### config.mk
export PLATFORM = sky130hd
export DESIGN_NAME = smi_enable_routing
export DESIGN_NICKNAME = d
export VERILOG_FILES = /design/src/hw/smi_routing_pkg.sv /design/src/hw/smi_enable_routing.sv
export SDC_FILE = /design/constraint.sdc
export NUM_CORES = 1
export LEC_CHECK = 0
export ABC_AREA = 1
export BUFFER_PORTS_ARGS = -buffer_cell sky130_fd_sc_hd__clkbuf_2
export CAP_MARGIN = 5
export CORE_ASPECT_RATIO = 1.1
export CORE_UTILIZATION = 25
export CTS_BUF_LIST = sky130_fd_sc_hd__clkbuf_4 sky130_fd_sc_hd__clkbuf_8 sky130_fd_sc_hd__clkbuf_16
export CTS_CLUSTER_DIAMETER = 200
export CTS_CLUSTER_SIZE = 25
export DETAILED_ROUTE_END_ITERATION = 6
export PLACE_DENSITY = 0.45
export SYNTH_ARGS = -nofsm -noshare
export SYNTH_HDL_FRONTEND = slang
export SYNTH_SLANG_ARGS = --single-unit
### constraint.sdc
create_clock -name mclk -period 1.1 [get_ports mclk]
set_input_delay 0.11 -clock mclk [delete_from_list [all_inputs] [get_ports mclk]]
set_output_delay 0.11 -clock mclk [all_outputs]
set_load 0.05 [all_outputs]
### src/hw/smi_routing_pkg.sv
package smi_routing_pkg;

    // Register offsets on the plain register port
    localparam logic [7:0] OFF_STATUS2    = 8'h15;
    localparam logic [7:0] OFF_STATUS3    = 8'h16;
    localparam logic [7:0] OFF_STATUS4    = 8'h17;
    localparam logic [7:0] OFF_EN2        = 8'h19;
    localparam logic [7:0] OFF_EN3        = 8'h1a;
    localparam logic [7:0] OFF_EN4        = 8'h1b;
    localparam logic [7:0] OFF_MISC       = 8'h1c;
    localparam logic [7:0] OFF_EVT_STATUS = 8'h20;
    localparam logic [7:0] OFF_EVT_CLEAR  = 8'h21;
    localparam logic [7:0] OFF_EVT_ENABLE = 8'h22;

    // Reset value of every register
    localparam logic [7:0] REG_RESET = 8'h00;

    // Second enable register and second status register fields
    localparam int BIT_MOUSE       = 0;
    localparam int BIT_KEYBOARD    = 1;
    localparam int BIT_INFRARED    = 2;
    localparam int BIT_MOUSE_CLICK = 4;
    localparam int BIT_TO_WAKE     = 5;
    localparam int BIT_TO_SERIAL   = 6;
    localparam int BIT_TO_PIN      = 7;

    // Writable and implemented bits per register
    localparam logic [7:0] EN2_SOURCE_MASK = 8'h17;
    localparam logic [7:0] EN2_WRITE_MASK  = 8'hf7;
    localparam logic [7:0] EN3_MASK        = 8'hfe;
    localparam logic [7:0] EN4_SIX_MASK    = 8'hff;
    localparam logic [7:0] EN4_TWO_MASK    = 8'hac;
    localparam logic [7:0] MISC_MASK       = 8'h33;

    // Synchronised pin indices
    localparam int NUM_PINS = 12;
    localparam int PIN_GPIO_LINE_21 = 0;
    localparam int PIN_GPIO_LINE_22 = 1;
    localparam int PIN_GPIO_LINE_54 = 2;
    localparam int PIN_GPIO_LINE_55 = 3;
    localparam int PIN_GPIO_LINE_56 = 4;
    localparam int PIN_GPIO_LINE_57 = 5;
    localparam int PIN_GPIO_LINE_60 = 6;
    localparam int PIN_GPIO_LINE_61 = 7;
    localparam int PIN_GPIO_LINE_32 = 8;
    localparam int PIN_GPIO_LINE_33 = 9;
    localparam int PIN_GPIO_LINE_42 = 10;
    localparam int PIN_IR   = 11;

    // Block event bits for the local interrupt
    localparam int EVT_GROUP = 0;
    localparam int EVT_MISC  = 1;
    localparam logic [7:0] EVT_MASK = 8'h03;

endpackage
### src/hw/smi_enable_routing.sv
// The strobed register port was chosen for this implementation.
`timescale 1ns/1ns

module smi_enable_routing #(
    parameter bit SIX_PORT = 1'b1
) (
    input  wire logic       mclk,
    input  wire logic       rst,
    input  wire logic [7:0] addr,
    input  wire logic [7:0] wdata,
    input  wire logic       wr,
    input  wire logic       rd,
    output logic      [7:0] rdata,
    input  wire logic       mouse_irq,
    input  wire logic       keyboard_irq,
    input  wire logic       mouse_click_event,
    input  wire logic [3:0] uart_irq,
    input  wire logic       infrared_receive_pin,
    input  wire logic       gpio_line_21,
    input  wire logic       gpio_line_22,
    input  wire logic       gpio_line_54,
    input  wire logic       gpio_line_55,
    input  wire logic       gpio_line_56,
    input  wire logic       gpio_line_57,
    input  wire logic       gpio_line_60,
    input  wire logic       gpio_line_61,
    input  wire logic       gpio_line_32,
    input  wire logic       gpio_line_33,
    input  wire logic       gpio_line_42,
    output logic            mgmt_irq_out_pin_n,
    output logic            serial_irq_request,
    output logic            wake_event_request,
    output logic            group_mgmt_irq,
    output logic            irq
);

    localparam int NP = smi_routing_pkg::NUM_PINS;

    logic [NP-1:0] pins;
    logic [NP-1:0] pin_meta;
    logic [NP-1:0] pin_sync;
    logic [NP-1:0] pin_prev;
    logic [NP-1:0] pin_edge;

    logic [7:0] en2;
    logic [7:0] en3;
    logic [7:0] en4;
    logic [7:0] status2;
    logic       mouse_level;
    logic       keyboard_level;
    logic       infrared_seen;
    logic       click_seen;
    logic       wr_status2;
    logic       rd_status2;
    logic [7:0] status3;
    logic [7:0] status4;
    logic [7:0] misc_status;
    logic [7:0] evt_status;
    logic [7:0] evt_enable;

    logic [7:0] set3;
    logic [7:0] set4;
    logic [7:0] set_misc;
    logic [7:0] en4_mask;
    logic [3:0] uart_live;
    logic       wr_status3;
    logic       wr_status4;
    logic       wr_misc;
    logic       wr_evt_clear;
    logic       next_group;
    logic [7:0] evt_set;
    logic [7:0] next_rdata;

    // Pin vector, ordered by the package indices
    assign pins = {infrared_receive_pin, gpio_line_42, gpio_line_33, gpio_line_32,
                   gpio_line_61, gpio_line_60, gpio_line_57, gpio_line_56,
                   gpio_line_55, gpio_line_54, gpio_line_22, gpio_line_21};

    // Two-flop synchroniser; only the second stage feeds the edge detect
    // Cleared in reset, like idle pins, so release brings no false edge
    always_ff @(posedge mclk) begin
        if (rst) begin
            pin_meta <= '0;
            pin_sync <= '0;
            pin_prev <= '0;
        end else begin
            pin_meta <= pins;
            pin_sync <= pin_meta;
            pin_prev <= pin_sync;
        end
    end

    // Either edge on any synchronised pin
    // One-cycle pulse per transition; pin pulses under a clock may be lost
    assign pin_edge = pin_sync ^ pin_prev;

    // Reserved UART positions vanish in the two-port build
    assign en4_mask  = SIX_PORT ? smi_routing_pkg::EN4_SIX_MASK
                                : smi_routing_pkg::EN4_TWO_MASK;
    assign uart_live = SIX_PORT ? uart_irq : 4'h0;

    // Strobe decodes for the self-clearing status bits
    // Decoded once, so every clear sees the same address compare
    assign wr_status2   = wr && (addr == smi_routing_pkg::OFF_STATUS2);
    assign rd_status2   = rd && (addr == smi_routing_pkg::OFF_STATUS2);
    assign wr_status3   = wr && (addr == smi_routing_pkg::OFF_STATUS3);
    assign wr_status4   = wr && (addr == smi_routing_pkg::OFF_STATUS4);
    assign wr_misc      = wr && (addr == smi_routing_pkg::OFF_MISC);
    assign wr_evt_clear = wr && (addr == smi_routing_pkg::OFF_EVT_CLEAR);

    // Event sources of the third status register, bit 0 unused
    assign set3 = {pin_edge[smi_routing_pkg::PIN_GPIO_LINE_60],
                   pin_edge[smi_routing_pkg::PIN_GPIO_LINE_57],
                   pin_edge[smi_routing_pkg::PIN_GPIO_LINE_56],
                   pin_edge[smi_routing_pkg::PIN_GPIO_LINE_55],
                   pin_edge[smi_routing_pkg::PIN_GPIO_LINE_54],
                   pin_edge[smi_routing_pkg::PIN_GPIO_LINE_22],
                   pin_edge[smi_routing_pkg::PIN_GPIO_LINE_21],
                   1'b0};

    // Event sources of the fourth status register
    assign set4 = {pin_edge[smi_routing_pkg::PIN_GPIO_LINE_61],
                   uart_live[3],
                   pin_edge[smi_routing_pkg::PIN_GPIO_LINE_42],
                   uart_live[2],
                   pin_edge[smi_routing_pkg::PIN_GPIO_LINE_33],
                   pin_edge[smi_routing_pkg::PIN_GPIO_LINE_32],
                   uart_live[1],
                   uart_live[0]};

    // Either-edge sources of the miscellaneous status register
    assign set_misc = {2'b00,
                       pin_edge[smi_routing_pkg::PIN_GPIO_LINE_61],
                       pin_edge[smi_routing_pkg::PIN_GPIO_LINE_60],
                       2'b00,
                       pin_edge[smi_routing_pkg::PIN_GPIO_LINE_22],
                       pin_edge[smi_routing_pkg::PIN_GPIO_LINE_21]};

    // Sticky status bits; a set in the clearing cycle wins
    genvar gi;
    generate
        for (gi = 0; gi < 8; gi++) begin : g_sticky
            always_ff @(posedge mclk) begin
                if (rst) begin
                    status3[gi] <= smi_routing_pkg::REG_RESET[gi];
                end else if (set3[gi]) begin
                    status3[gi] <= 1'b1;
                end else if (wr_status3 && wdata[gi]) begin
                    status3[gi] <= 1'b0;
                end
            end

            always_ff @(posedge mclk) begin
                if (rst) begin
                    status4[gi] <= smi_routing_pkg::REG_RESET[gi];
                end else if (set4[gi] && en4_mask[gi]) begin
                    status4[gi] <= 1'b1;
                end else if (wr_status4 && wdata[gi]) begin
                    status4[gi] <= 1'b0;
                end
            end

            always_ff @(posedge mclk) begin
                if (rst) begin
                    misc_status[gi] <= smi_routing_pkg::REG_RESET[gi];
                end else if (set_misc[gi] && smi_routing_pkg::MISC_MASK[gi]) begin
                    misc_status[gi] <= 1'b1;
                end else if (wr_misc && wdata[gi]) begin
                    misc_status[gi] <= 1'b0;
                end
            end

            always_ff @(posedge mclk) begin
                if (rst) begin
                    evt_status[gi] <= smi_routing_pkg::REG_RESET[gi];
                end else if (evt_set[gi] && smi_routing_pkg::EVT_MASK[gi]) begin
                    evt_status[gi] <= 1'b1;
                end else if (wr_evt_clear && wdata[gi]) begin
                    evt_status[gi] <= 1'b0;
                end
            end
        end
    endgenerate

    // Mouse and keyboard levels; cleared at their source, so never sticky
    always_ff @(posedge mclk) begin
        if (rst) begin
            mouse_level    <= 1'b0;
            keyboard_level <= 1'b0;
        end else begin
            mouse_level    <= mouse_irq;
            keyboard_level <= keyboard_irq;
        end
    end

    // Infrared status: any transition of the infrared pin sets, a read clears
    // A transition in the reading cycle wins, so no event is lost
    always_ff @(posedge mclk) begin
        if (rst) begin
            infrared_seen <= 1'b0;
        end else if (pin_edge[smi_routing_pkg::PIN_IR]) begin
            infrared_seen <= 1'b1;
        end else if (rd_status2) begin
            infrared_seen <= 1'b0;
        end
    end

    // Specific mouse click: sticky, cleared by writing one
    always_ff @(posedge mclk) begin
        if (rst) begin
            click_seen <= 1'b0;
        end else if (mouse_click_event) begin
            click_seen <= 1'b1;
        end else if (wr_status2 && wdata[smi_routing_pkg::BIT_MOUSE_CLICK]) begin
            click_seen <= 1'b0;
        end
    end

    // Second status register; reserved positions read zero
    always_comb begin
        status2 = 8'h00;
        status2[smi_routing_pkg::BIT_MOUSE]       = mouse_level;
        status2[smi_routing_pkg::BIT_KEYBOARD]    = keyboard_level;
        status2[smi_routing_pkg::BIT_INFRARED]    = infrared_seen;
        status2[smi_routing_pkg::BIT_MOUSE_CLICK] = click_seen;
    end

    // Second enable; reserved bit 3 is not stored, so it reads zero
    always_ff @(posedge mclk) begin
        if (rst) begin
            en2 <= smi_routing_pkg::REG_RESET;
        end else if (wr && (addr == smi_routing_pkg::OFF_EN2)) begin
            en2 <= wdata & smi_routing_pkg::EN2_WRITE_MASK;
        end
    end

    // Third enable: GPIO gates, bit 0 unused
    always_ff @(posedge mclk) begin
        if (rst) begin
            en3 <= smi_routing_pkg::REG_RESET;
        end else if (wr && (addr == smi_routing_pkg::OFF_EN3)) begin
            en3 <= wdata & smi_routing_pkg::EN3_MASK;
        end
    end

    // Fourth enable; the two-port build cannot set its UART gates
    always_ff @(posedge mclk) begin
        if (rst) begin
            en4 <= smi_routing_pkg::REG_RESET;
        end else if (wr && (addr == smi_routing_pkg::OFF_EN4)) begin
            en4 <= wdata & en4_mask;
        end
    end

    // Local interrupt enable register
    // Only the two event positions are stored
    always_ff @(posedge mclk) begin
        if (rst) begin
            evt_enable <= smi_routing_pkg::REG_RESET;
        end else if (wr && (addr == smi_routing_pkg::OFF_EVT_ENABLE)) begin
            evt_enable <= wdata & smi_routing_pkg::EVT_MASK;
        end
    end

    // Group term: any source with status and enable both set
    // Misc edges stay out of it; they feed only the local interrupt
    assign next_group = |(status2 & en2 & smi_routing_pkg::EN2_SOURCE_MASK)
                      | |(status3 & en3)
                      | |(status4 & en4);

    // Local events: group rising, or a misc edge latched
    always_comb begin
        evt_set = 8'h00;
        evt_set[smi_routing_pkg::EVT_GROUP] = next_group && !group_mgmt_irq;
        evt_set[smi_routing_pkg::EVT_MISC]  = |(set_misc & smi_routing_pkg::MISC_MASK);
    end

    // Group level, one edge after status and enable meet
    always_ff @(posedge mclk) begin
        if (rst) begin
            group_mgmt_irq <= 1'b0;
        end else begin
            group_mgmt_irq <= next_group;
        end
    end

    // Pin route; active low and push-pull, so it idles high
    // Registered beside the group flop, so pin and group move together
    always_ff @(posedge mclk) begin
        if (rst) begin
            mgmt_irq_out_pin_n <= 1'b1;
        end else begin
            mgmt_irq_out_pin_n <= !(next_group && en2[smi_routing_pkg::BIT_TO_PIN]);
        end
    end

    // Serial stream route
    always_ff @(posedge mclk) begin
        if (rst) begin
            serial_irq_request <= 1'b0;
        end else begin
            serial_irq_request <= next_group && en2[smi_routing_pkg::BIT_TO_SERIAL];
        end
    end

    // Wake-event route
    always_ff @(posedge mclk) begin
        if (rst) begin
            wake_event_request <= 1'b0;
        end else begin
            wake_event_request <= next_group && en2[smi_routing_pkg::BIT_TO_WAKE];
        end
    end

    // Level interrupt; one cycle behind the status it follows
    always_ff @(posedge mclk) begin
        if (rst) begin
            irq <= 1'b0;
        end else begin
            irq <= |(evt_status & evt_enable);
        end
    end

    // Read mux; unmapped and write-only addresses read zero
    // Status three, four and misc reads are masked so unstored positions never leak
    always_comb begin
        next_rdata = 8'h00;
        case (addr)
            smi_routing_pkg::OFF_STATUS2:    next_rdata = status2;
            smi_routing_pkg::OFF_STATUS3:    next_rdata = status3 & smi_routing_pkg::EN3_MASK;
            smi_routing_pkg::OFF_STATUS4:    next_rdata = status4 & en4_mask;
            smi_routing_pkg::OFF_EN2:        next_rdata = en2;
            smi_routing_pkg::OFF_EN3:        next_rdata = en3;
            smi_routing_pkg::OFF_EN4:        next_rdata = en4;
            smi_routing_pkg::OFF_MISC:       next_rdata = misc_status
                                                        & smi_routing_pkg::MISC_MASK;
            smi_routing_pkg::OFF_EVT_STATUS: next_rdata = evt_status;
            smi_routing_pkg::OFF_EVT_ENABLE: next_rdata = evt_enable;
            default:                         next_rdata = 8'h00;
        endcase
    end

    // Read data stand only in the cycle after the strobe
    // Zero outside that cycle, so a stale answer is never taken
    always_ff @(posedge mclk) begin
        if (rst) begin
            rdata <= 8'h00;
        end else if (rd) begin
            rdata <= next_rdata;
        end else begin
            rdata <= 8'h00;
        end
    end

endmodule

# Word level (Yosys, flattened, before mapping)
# Cells that the tools add are included.
[word_totals]
ff_bits = 98
rom_bits = 0
wordCells = 170
output_inout_bits = 13
latchBits = 0
ramBits = 0
input_bits = 39
mem_count = 0
[op_classes]
magnitude_cmp = 0
shift = 0
n_div = 0
n_mux = 47
n_eq_ne = 10
n_mul = 0
n_reduce_logical = 67
n_addsub = 0
bitwise = 8
[ops]
columns = ["operator", "count"]
rows = [
  ["one-hot mux 8 bit (9 select lines)", 1],
  ["equality test 8 x 5 -> 1 bit, second input constant", 7],
  ["two-way mux 1 bit", 46],
  ["nonzero test 2 bit", 23],
  ["logical AND 1 bit", 36],
  ["equality test 8 x 6 -> 1 bit, second input constant", 3],
  ["OR reduction 8 bit", 3],
  ["bitwise AND 8 bit", 2],
  ["XOR 12 bit", 1],
  ["OR reduction 4 bit", 2],
  ["bitwise AND 5 bit", 1],
  ["bitwise AND 2 bit", 1],
  ["zero test 1 bit", 2],
  ["bitwise OR 1 bit", 2],
  ["OR reduction 2 bit", 1],
  ["inverter 1 bit", 1],
]

# Logic depth before layout (Yosys ltp)
# Gate-level depths: netlist of run 1.
[logic_depth]
word_depth = 6
depth_mapped = 10
depth_no_buf = 9

# Worst setup path before layout of run 1
# OpenSTA, ideal clock, no wires.
[synth_timing]
path_kind = "input to register"
start = "in addr[6]"
end = "reg status4[1]"
t_required_ns = 0.972
setup_time_ns = 0.128
path_buffers = 1
t_arrival_ns = 0.940
path_stages = 9
setup_slack_ns = 0.032
cell_sequence = "inv_1 nand2_2 nor2_8 buf_12 nand2_2 nor2_4 nand2_1 a21oi_1 nor2_1"
[synth_between]
elab_chain_len = 4
[synth_lines]
columns = ["item", "line", "rtl"]
rows = [
  ["start: declaration", "smi_enable_routing.sv:9", "input wire logic [7:0] addr,"],
  ["equality test 8 x 5 -> 1 bit", "smi_enable_routing.sv:107", "assign wr_status4 = wr && (addr == smi_routing_pkg::OFF_STATUS4);"],
  ["logical AND 1 bit", "smi_enable_routing.sv:107", ""],
  ["logical AND 1 bit", "smi_enable_routing.sv:158", "end else if (wr_status4 && wdata[gi]) begin"],
  ["nonzero test 2 bit (no source line)", "n/a", ""],
  ["end signal: indexed assignment", "smi_enable_routing.sv:155", "status4[gi] <= smi_routing_pkg::REG_RESET[gi];"],
  ["end: declaration", "smi_enable_routing.sv:56", "logic [7:0] status4;"],
]
# No other way between the ends.
# A chain may end at the register's enable or synchronous reset.

# Worst setup path in the final report of run 1
[layout_timing]
start = "reg status4[3]"
end = "reg evt_status[0]"
[layout_between]
elab_chain_len = 5
word_cells_on_any_way = 6
classes_between = "mux: 1; bitwise: 2; reduce/logical: 3"
[layout_lines]
columns = ["item", "line", "rtl"]
rows = [
  ["bitwise AND 8 bit *", "smi_enable_routing.sv:269", "| |(status4 & en4);"],
  ["OR reduction 8 bit *", "smi_enable_routing.sv:269", ""],
  ["bitwise OR 1 bit *", "smi_enable_routing.sv:269", ""],
  ["logical AND 1 bit *", "smi_enable_routing.sv:274", "evt_set[smi_routing_pkg::EVT_GROUP] = next_group && !group_mgmt_irq;"],
  ["two-way mux 1 bit / nonzero test 2 bit (equally long branches)", "n/a", ""],
  ["end signal: indexed assignment", "smi_enable_routing.sv:175", "evt_status[gi] <= smi_routing_pkg::REG_RESET[gi];"],
  ["end: declaration", "smi_enable_routing.sv:58", "logic [7:0] evt_status;"],
]
# Mark *: on every way between the ends. The rest lies on a longest branch, timed or not.

==> results of run 1 <==
==> report_power, final <==
part	total (W)	internal, W	switching [W]
clock	0.00324	0.00186	0.00138
combinational	0.000668	0.000315	0.000354
sequential	0.00374	0.00367	0.0000684
==> area by class of cell <==
cell class / instances / area, um^2 / share of cell area [%]
tap: 196 / 245.2 / 4.611
sequential: 98 / 1969 / 37.03
multi-input combinational: 327 / 1612 / 30.30
timing repair buffer: 123 / 873.3 / 16.42
clock buffer: 11 / 246.5 / 4.634
clock inverter: 5 / 60.06 / 1.129
inverter: 83 / 312.8 / 5.881
==> worst max path at each step <==
stage	from	end
2_1_floorplan	addr[6]	status4[1]
3_3_place_gp	addr[5]	status4[1]
3_5_place_dp	addr[5]	en4[3]
4_1_cts	en4[3]	evt_status[0]
5_1_grt	status3[2]	evt_status[0]
6_report	status4[3]	evt_status[0]
==> synthesized netlist by cell type, types with 5 or more instances <==
cell / instances
inv_1: 73
nand2_1: 89
buf_1: 5
nor2_1: 66
a21oi_1: 53
nand4_1: 9
inv_2: 9
o21ai_0: 21
xnor2_1: 10
o21ai_1: 9
nand2_2: 7
nand3_1: 46
dfxtp_1: 98
clkbuf_1: 5
==> registers in the layout, indices dropped and copies added, names as in the netlist, 2 cells and up <==
signal	flops
pin_meta	12
evt_enable	2
pin_prev	12
pin_sync	12
status3	7
misc_status	4
evt_status	2
en4	8
status4	8
en3	7
rdata	8
en2	7
==> worst register-to-register path, cell delays in order, from the launching register on <==
cell      delay, ns
dfxtp_1        0.31
nand2_1        0.08
nand4_1        0.13
nor3_2         0.16
nand2_1        0.12
nand3b_1       0.11
nand2_1        0.05
==> through the flow <==
stage,power (W),util [%]
2_1_floorplan,0.004083,-
3_3_place_gp,0.004421,31.20
3_5_place_dp,0.004427,31.20
4_1_cts,0.007777,34.52
5_1_grt,0.007972,34.79
6_report,0.007649,34.79
==> repair_timing <==
item | CTS | global route
resized for setup | 3 | 16
setup buffers | 0 | 1
hold buffers | 19 | 0
pin swaps | 0 | 4
endpoints found under the hold margin | 19 | 0
endpoints found under the setup margin | 6 | 8
==> metal layers <==
layer	share of wire, %	GRT usage [%]	vias to the layer above
met2	47	23.20	83
li1	-	-	1880
met1	46	17.49	1603
met3	4.5	3.359	12
met5	0	0	-
met4	1.7	5.827	0
==> cells by family after synthesis <==
logic type,after synthesis,share of synthesized area [%]
flip-flops,98,49.48
AO/OA/AOI/OAI,83,10.48
AND/OR/NAND/NOR,232,26.73
buffers and inverters,99,10.67
XOR/XNOR,12,2.651
==> results.py, run 1 <==
metrics = {
    "setup_path": {
        "cp.depth": 6,
        "worst_r2r_path_depth": 6,
        "critPathMaxFanout": 2,
        "cpPeakStageDelay_ns": 0.31,
        "cp.buffers_inverters": 0,
        "critical_path_class": "reg2reg",
        "reg2reg_slack_ns": 0.02,
        "path_cells": "nand2_1 > nand4_1 > nor3_2 > nand2_1 > nand3b_1 > nand2_1",
        "rr_startpoint": "status4[3]",
        "r2r_end": "evt_status[0]",
        "crit_top_cell": "nand2_1",
        "worstSetupStartpointType": "flop",
        "worstPathRequired_ns": 1.34,
        "cp_slowest_cell": "dfxtp_1",
        "critPathArrivalTime_ns": 1.32,
        "end_kind": "flop",
        "crit_family": "simple AND/OR/NAND/NOR gates",
    },
    "cells_and_area": {
        "final_area_um2": 5319,
        "layout.nets": 681,
        "layout_commonest_cell": "dfxtp_1",
        "finalNonFillerCells": 843,
        "final_cell_mix": "92 x dfxtp_1, 88 x nand2_1, 72 x inv_1",
        "drive_gt1_share_pct": 25.04,
        "antennaDiodeCount": 0,
        "fillers": 1635,
        "syn2layout_area_growth_pct": 34.14,
    },
    "grt": {
        "grt_antenna_before_repair": 0,
        "groute.usage.overall_pct": 14.09,
        "grt_max_degree": 45,
        "overflow": 0,
        "grt_pass1_wl_um": 17320,
        "grt_pass1_vias": 3391,
    },
    "pwr": {
        "leakagePower_nw": 2.311,
        "peakVddDrop_v": 0.0006491,
        "p_per_area_nw_per_um2": 1438,
    },
    "routing": {
        "avgViaCountPerCell": 4.244,
        "drt_iter0_markers": 190,
        "first_pass_iters": 5,
        "wl_per_cell_um": 12.58,
        "route.final.wire_length_um": 10600,
        "drc": 0,
        "via_count": 3578,
        "final_antenna_net_count": 0,
    },
    "sta": {
        "post-route-min-period_ns": 1.076,
        "whs_ns": 0.1006,
        "max_slew_margin_pct": 72.59,
        "fin_tns_setup_ns": 0,
        "rsz0062_at_grt": "yes",
        "setup_violations": 0,
        "fin_skew_ns": 0.008478,
        "finalCritPeriodShare_pct": 97.82,
        "setup_ws_ns": 0.02393,
        "worst_pin_slew_ns": 0.4102,
        "clock.fmax_mhz": 929.3,
        "hold_viol": 0,
        "slew_viol_final": 0,
    },
    "synth": {
        "synth_seq_area_share_pct": 49.48,
        "synth.ff_latch_count": 98,
        "async_flop_share_pct": 0,
        "synthCells": 524,
        "synth_edf_count": 0,
        "yosys-top-cells-area": "dfxtp_1 49%, nand2_1 8.4%, inv_1 6.9%",
        "synth_top_cell_by_area": "dfxtp_1",
        "syn_avg_cell_area_um2": 7.567,
        "synth_area_um2": 3965,
        "synthesis.nets": 563,
        "synth_cell_types": 27,
        "synth.yosys.warnings": 0,
        "yosysTopAreaCellShare_pct": 49.48,
        "synth_flop_cell": "dfxtp_1",
    },
    "min_path": {
        "hold_end": "infrared_seen",
        "min_from": "rd",
        "holdPathStages": 4,
        "hp-class": "in2reg",
    },
    "status": {
        "outcome": "completed",
    },
    "clock_network": {
        "cts.sinks": 98,
        "clk_pin_slew_worst_paths_ns": 0.07,
        "cts_tree": "yes",
        "cts-root-buf": "clkbuf_16",
        "clkLatencyLatePin_ns": 0.35,
        "cts_buffers": 9,
        "h-tree-depth": 3,
        "clockBufferDepth": 2,
    },
    "die": {
        "rows": 47,
        "die_h_um": 134.1,
        "core_region_area_um2": 15290,
        "dieWidth_um": 122.1,
        "start_util_pct": 25.93,
        "ioPinCount": 52,
        "die_area_um2": 16370,
    },
    "place": {
        "place.gp.congestion": 0.8458,
        "dp_hpwl_um": 7956,
        "numPortBuffers": 51,
        "place_area_um2": 4771,
        "pre_cts_ws_ns": -0.2242,
        "place_inst": 807,
    },
    "job": {
        "drv_cap": 0,
    },
}
(Power assumes the default switching activity.)
==> inputs of run 2 (changes only) <==
==> constraint.sdc (replaced) <==
create_clock -name mclk -period 1.1 [get_ports mclk]
set_input_delay 0.055 -clock mclk [delete_from_list [all_inputs] [get_ports mclk]]
set_output_delay 0.055 -clock mclk [all_outputs]
set_load 0.05 [all_outputs]
==> run 2 against run 1 <==
Against the previous run: total power fell by 3.0%; routed wire length increased by 0.20%; worst setup slack better by 0.011 ns; non-clock buffer count decreased by 1; clock-buffer cell count grew 1; critical path depth unchanged; core utilization shrank 0.39 points; largest power group unchanged; fmax is 1.1% higher.
==> results.py, run 2 (synthesis results as in run 1) <==
metrics = {
    "setup_path": {
        "critPathArrivalTime_ns": 1.32,
        "critPathMaxFanout": 2,
        "critical_path_class": "reg2reg",
        "worstPathRequired_ns": 1.35,
        "crit_top_cell": "nand2_1",
        "cp_slowest_cell": "dfxtp_2",
        "cp.buffers_inverters": 0,
        "crit_family": "simple AND/OR/NAND/NOR gates",
        "cpPeakStageDelay_ns": 0.33,
        "end_kind": "flop",
        "path_cells": "nand2_2 > nand4_1 > nor3_2 > nand2_1 > nand3b_1 > nand2_1",
        "worstSetupStartpointType": "flop",
    },
    "routing": {
        "wl_met3_um": 423,
        "drc": 0,
        "via_count": 3519,
        "wl_per_cell_um": 12.62,
        "wl_met1_um": 5040,
        "top_layer_used": "met4",
        "first_pass_iters": 4,
        "avgViaCountPerCell": 4.179,
        "route.final.wire_length_um": 10620,
        "drt_iter0_markers": 183,
        "met2_length_um": 4877,
        "final_antenna_net_count": 0,
    },
    "grt": {
        "groute.usage.overall_pct": 14.28,
        "overflow": 0,
        "grt_antenna_before_repair": 0,
        "grt_pass1_vias": 3460,
        "grt_pass1_wl_um": 17410,
        "grt_max_degree": 45,
    },
    "die": {
        "start_util_pct": 25.93,
        "ioPinCount": 52,
        "dieWidth_um": 122.1,
        "die_area_um2": 16370,
        "die_h_um": 134.1,
        "rows": 47,
        "core_region_area_um2": 15290,
    },
    "cells_and_area": {
        "layout.nets": 680,
        "layout_commonest_cell": "dfxtp_1",
        "syn2layout_area_growth_pct": 32.63,
        "antennaDiodeCount": 0,
        "top_regs": "pin_meta: 12 flops, pin_prev: 12 flops, pin_sync: 12 flops",
        "final_cell_mix": "93 x dfxtp_1, 87 x nand2_1, 72 x inv_1",
        "drive_gt1_share_pct": 25.08,
        "fillers": 1685,
    },
    "clock_network": {
        "cts.sinks": 98,
        "cts_tree": "yes",
        "cts-root-buf": "clkbuf_16",
        "clkLatencyLatePin_ns": 0.35,
        "clk_pin_slew_worst_paths_ns": 0.07,
        "cts_buffers": 9,
        "post_cts_buffers": 0,
        "clockBufferDepth": 2,
        "h-tree-depth": 3,
    },
    "status": {
        "outcome": "completed",
    },
    "sta": {
        "post-route-min-period_ns": 1.065,
        "clock.fmax_mhz": 939.3,
        "fin_tns_setup_ns": 0,
        "rsz0062_at_grt": "yes",
        "setup_ws_ns": 0.03540,
        "fin_skew_ns": 0.007385,
        "finalCritPeriodShare_pct": 96.78,
        "hold_viol": 0,
        "setup_violations": 0,
        "worst_pin_slew_ns": 0.4612,
        "slew_viol_final": 0,
        "max_slew_margin_pct": 69.26,
    },
    "place": {
        "place.gp.congestion": 0.8507,
        "numPortBuffers": 51,
        "pre_cts_ws_ns": -0.1848,
        "dp_hpwl_um": 7987,
    },
    "pwr": {
        "peakVddDrop_v": 0.0007041,
        "leakagePower_nw": 2.292,
        "p_per_area_nw_per_um2": 1411,
    },
    "job": {
        "drv_cap": 0,
    },
    "min_path": {
        "hp-class": "in2reg",
    },
}
## run 2: per-stage QoR
step	cells	hold slack, ns	utilization [%]	power, W	cell area, um^2
finish	842	0.03252	34.39	0.007423	5259
detailed placement	807	0.2496	31.04	0.004415	4746
global placement	807	0.2477	31.04	0.004409	4746
global route	842	0.05546	34.39	0.007745	5259
CTS	842	0.03086	34.19	0.007526	5228
floorplan	524	0.1620	-	0.004083	3965
## run 2: worst paths after layout
| path | start | end | slack [ns] | cells past startpoint |
|---|---|---|---|---|
| min reg2reg | en2[7] | mgmt_irq_out_pin_n | 0.39 | 1 |
| max reg2reg | en4[3] | evt_status[0] | 0.04 | 6 |
| max | en4[3] | evt_status[0] | 0.04 | 6 |
| min | rd | infrared_seen | 0.03 | 4 |
## run 2: tightest hold or removal path, cell delays in order
cell and delay (ns):
clkbuf_2 0.09, nand3_1 0.07, nand2_1 0.06, a21oi_1 0.05
## run 2: layer usage
metal | track usage (%) | vias to the layer above
met5 | 0 | -
met4 | 6.369 | 0
met3 | 3.741 | 21
met2 | 23.01 | 63
met1 | 17.75 | 1559
li1 | - | 1876
## run 2: power breakdown
group	switching [W]	internal (W)
sequential	0.0000674	0.00367
combinational	0.000348	0.000303
clock	0.00139	0.00165
total	0.00180	0.00562
## run 2: final cells by class
class,instances,area [um^2],share of cell area [%]
Sequential cell,98,1968,37.43
Timing Repair Buffer,122,835.8,15.89
Multi-Input combinational cell,327,1617,30.74
Tap cell,196,245.2,4.663
Inverter,83,312.8,5.948
Clock buffer,12,254.0,4.830
Clock inverter,4,26.28,0.4996
## run 2: timing repair
action / in CTS / in global routing
hold endpoints to repair: 19 / 0
hold buffers: 19 / 0
endpoints found under the setup margin: 5 / 7
resized for setup: 4 / 11
pin swaps: 0 / 5
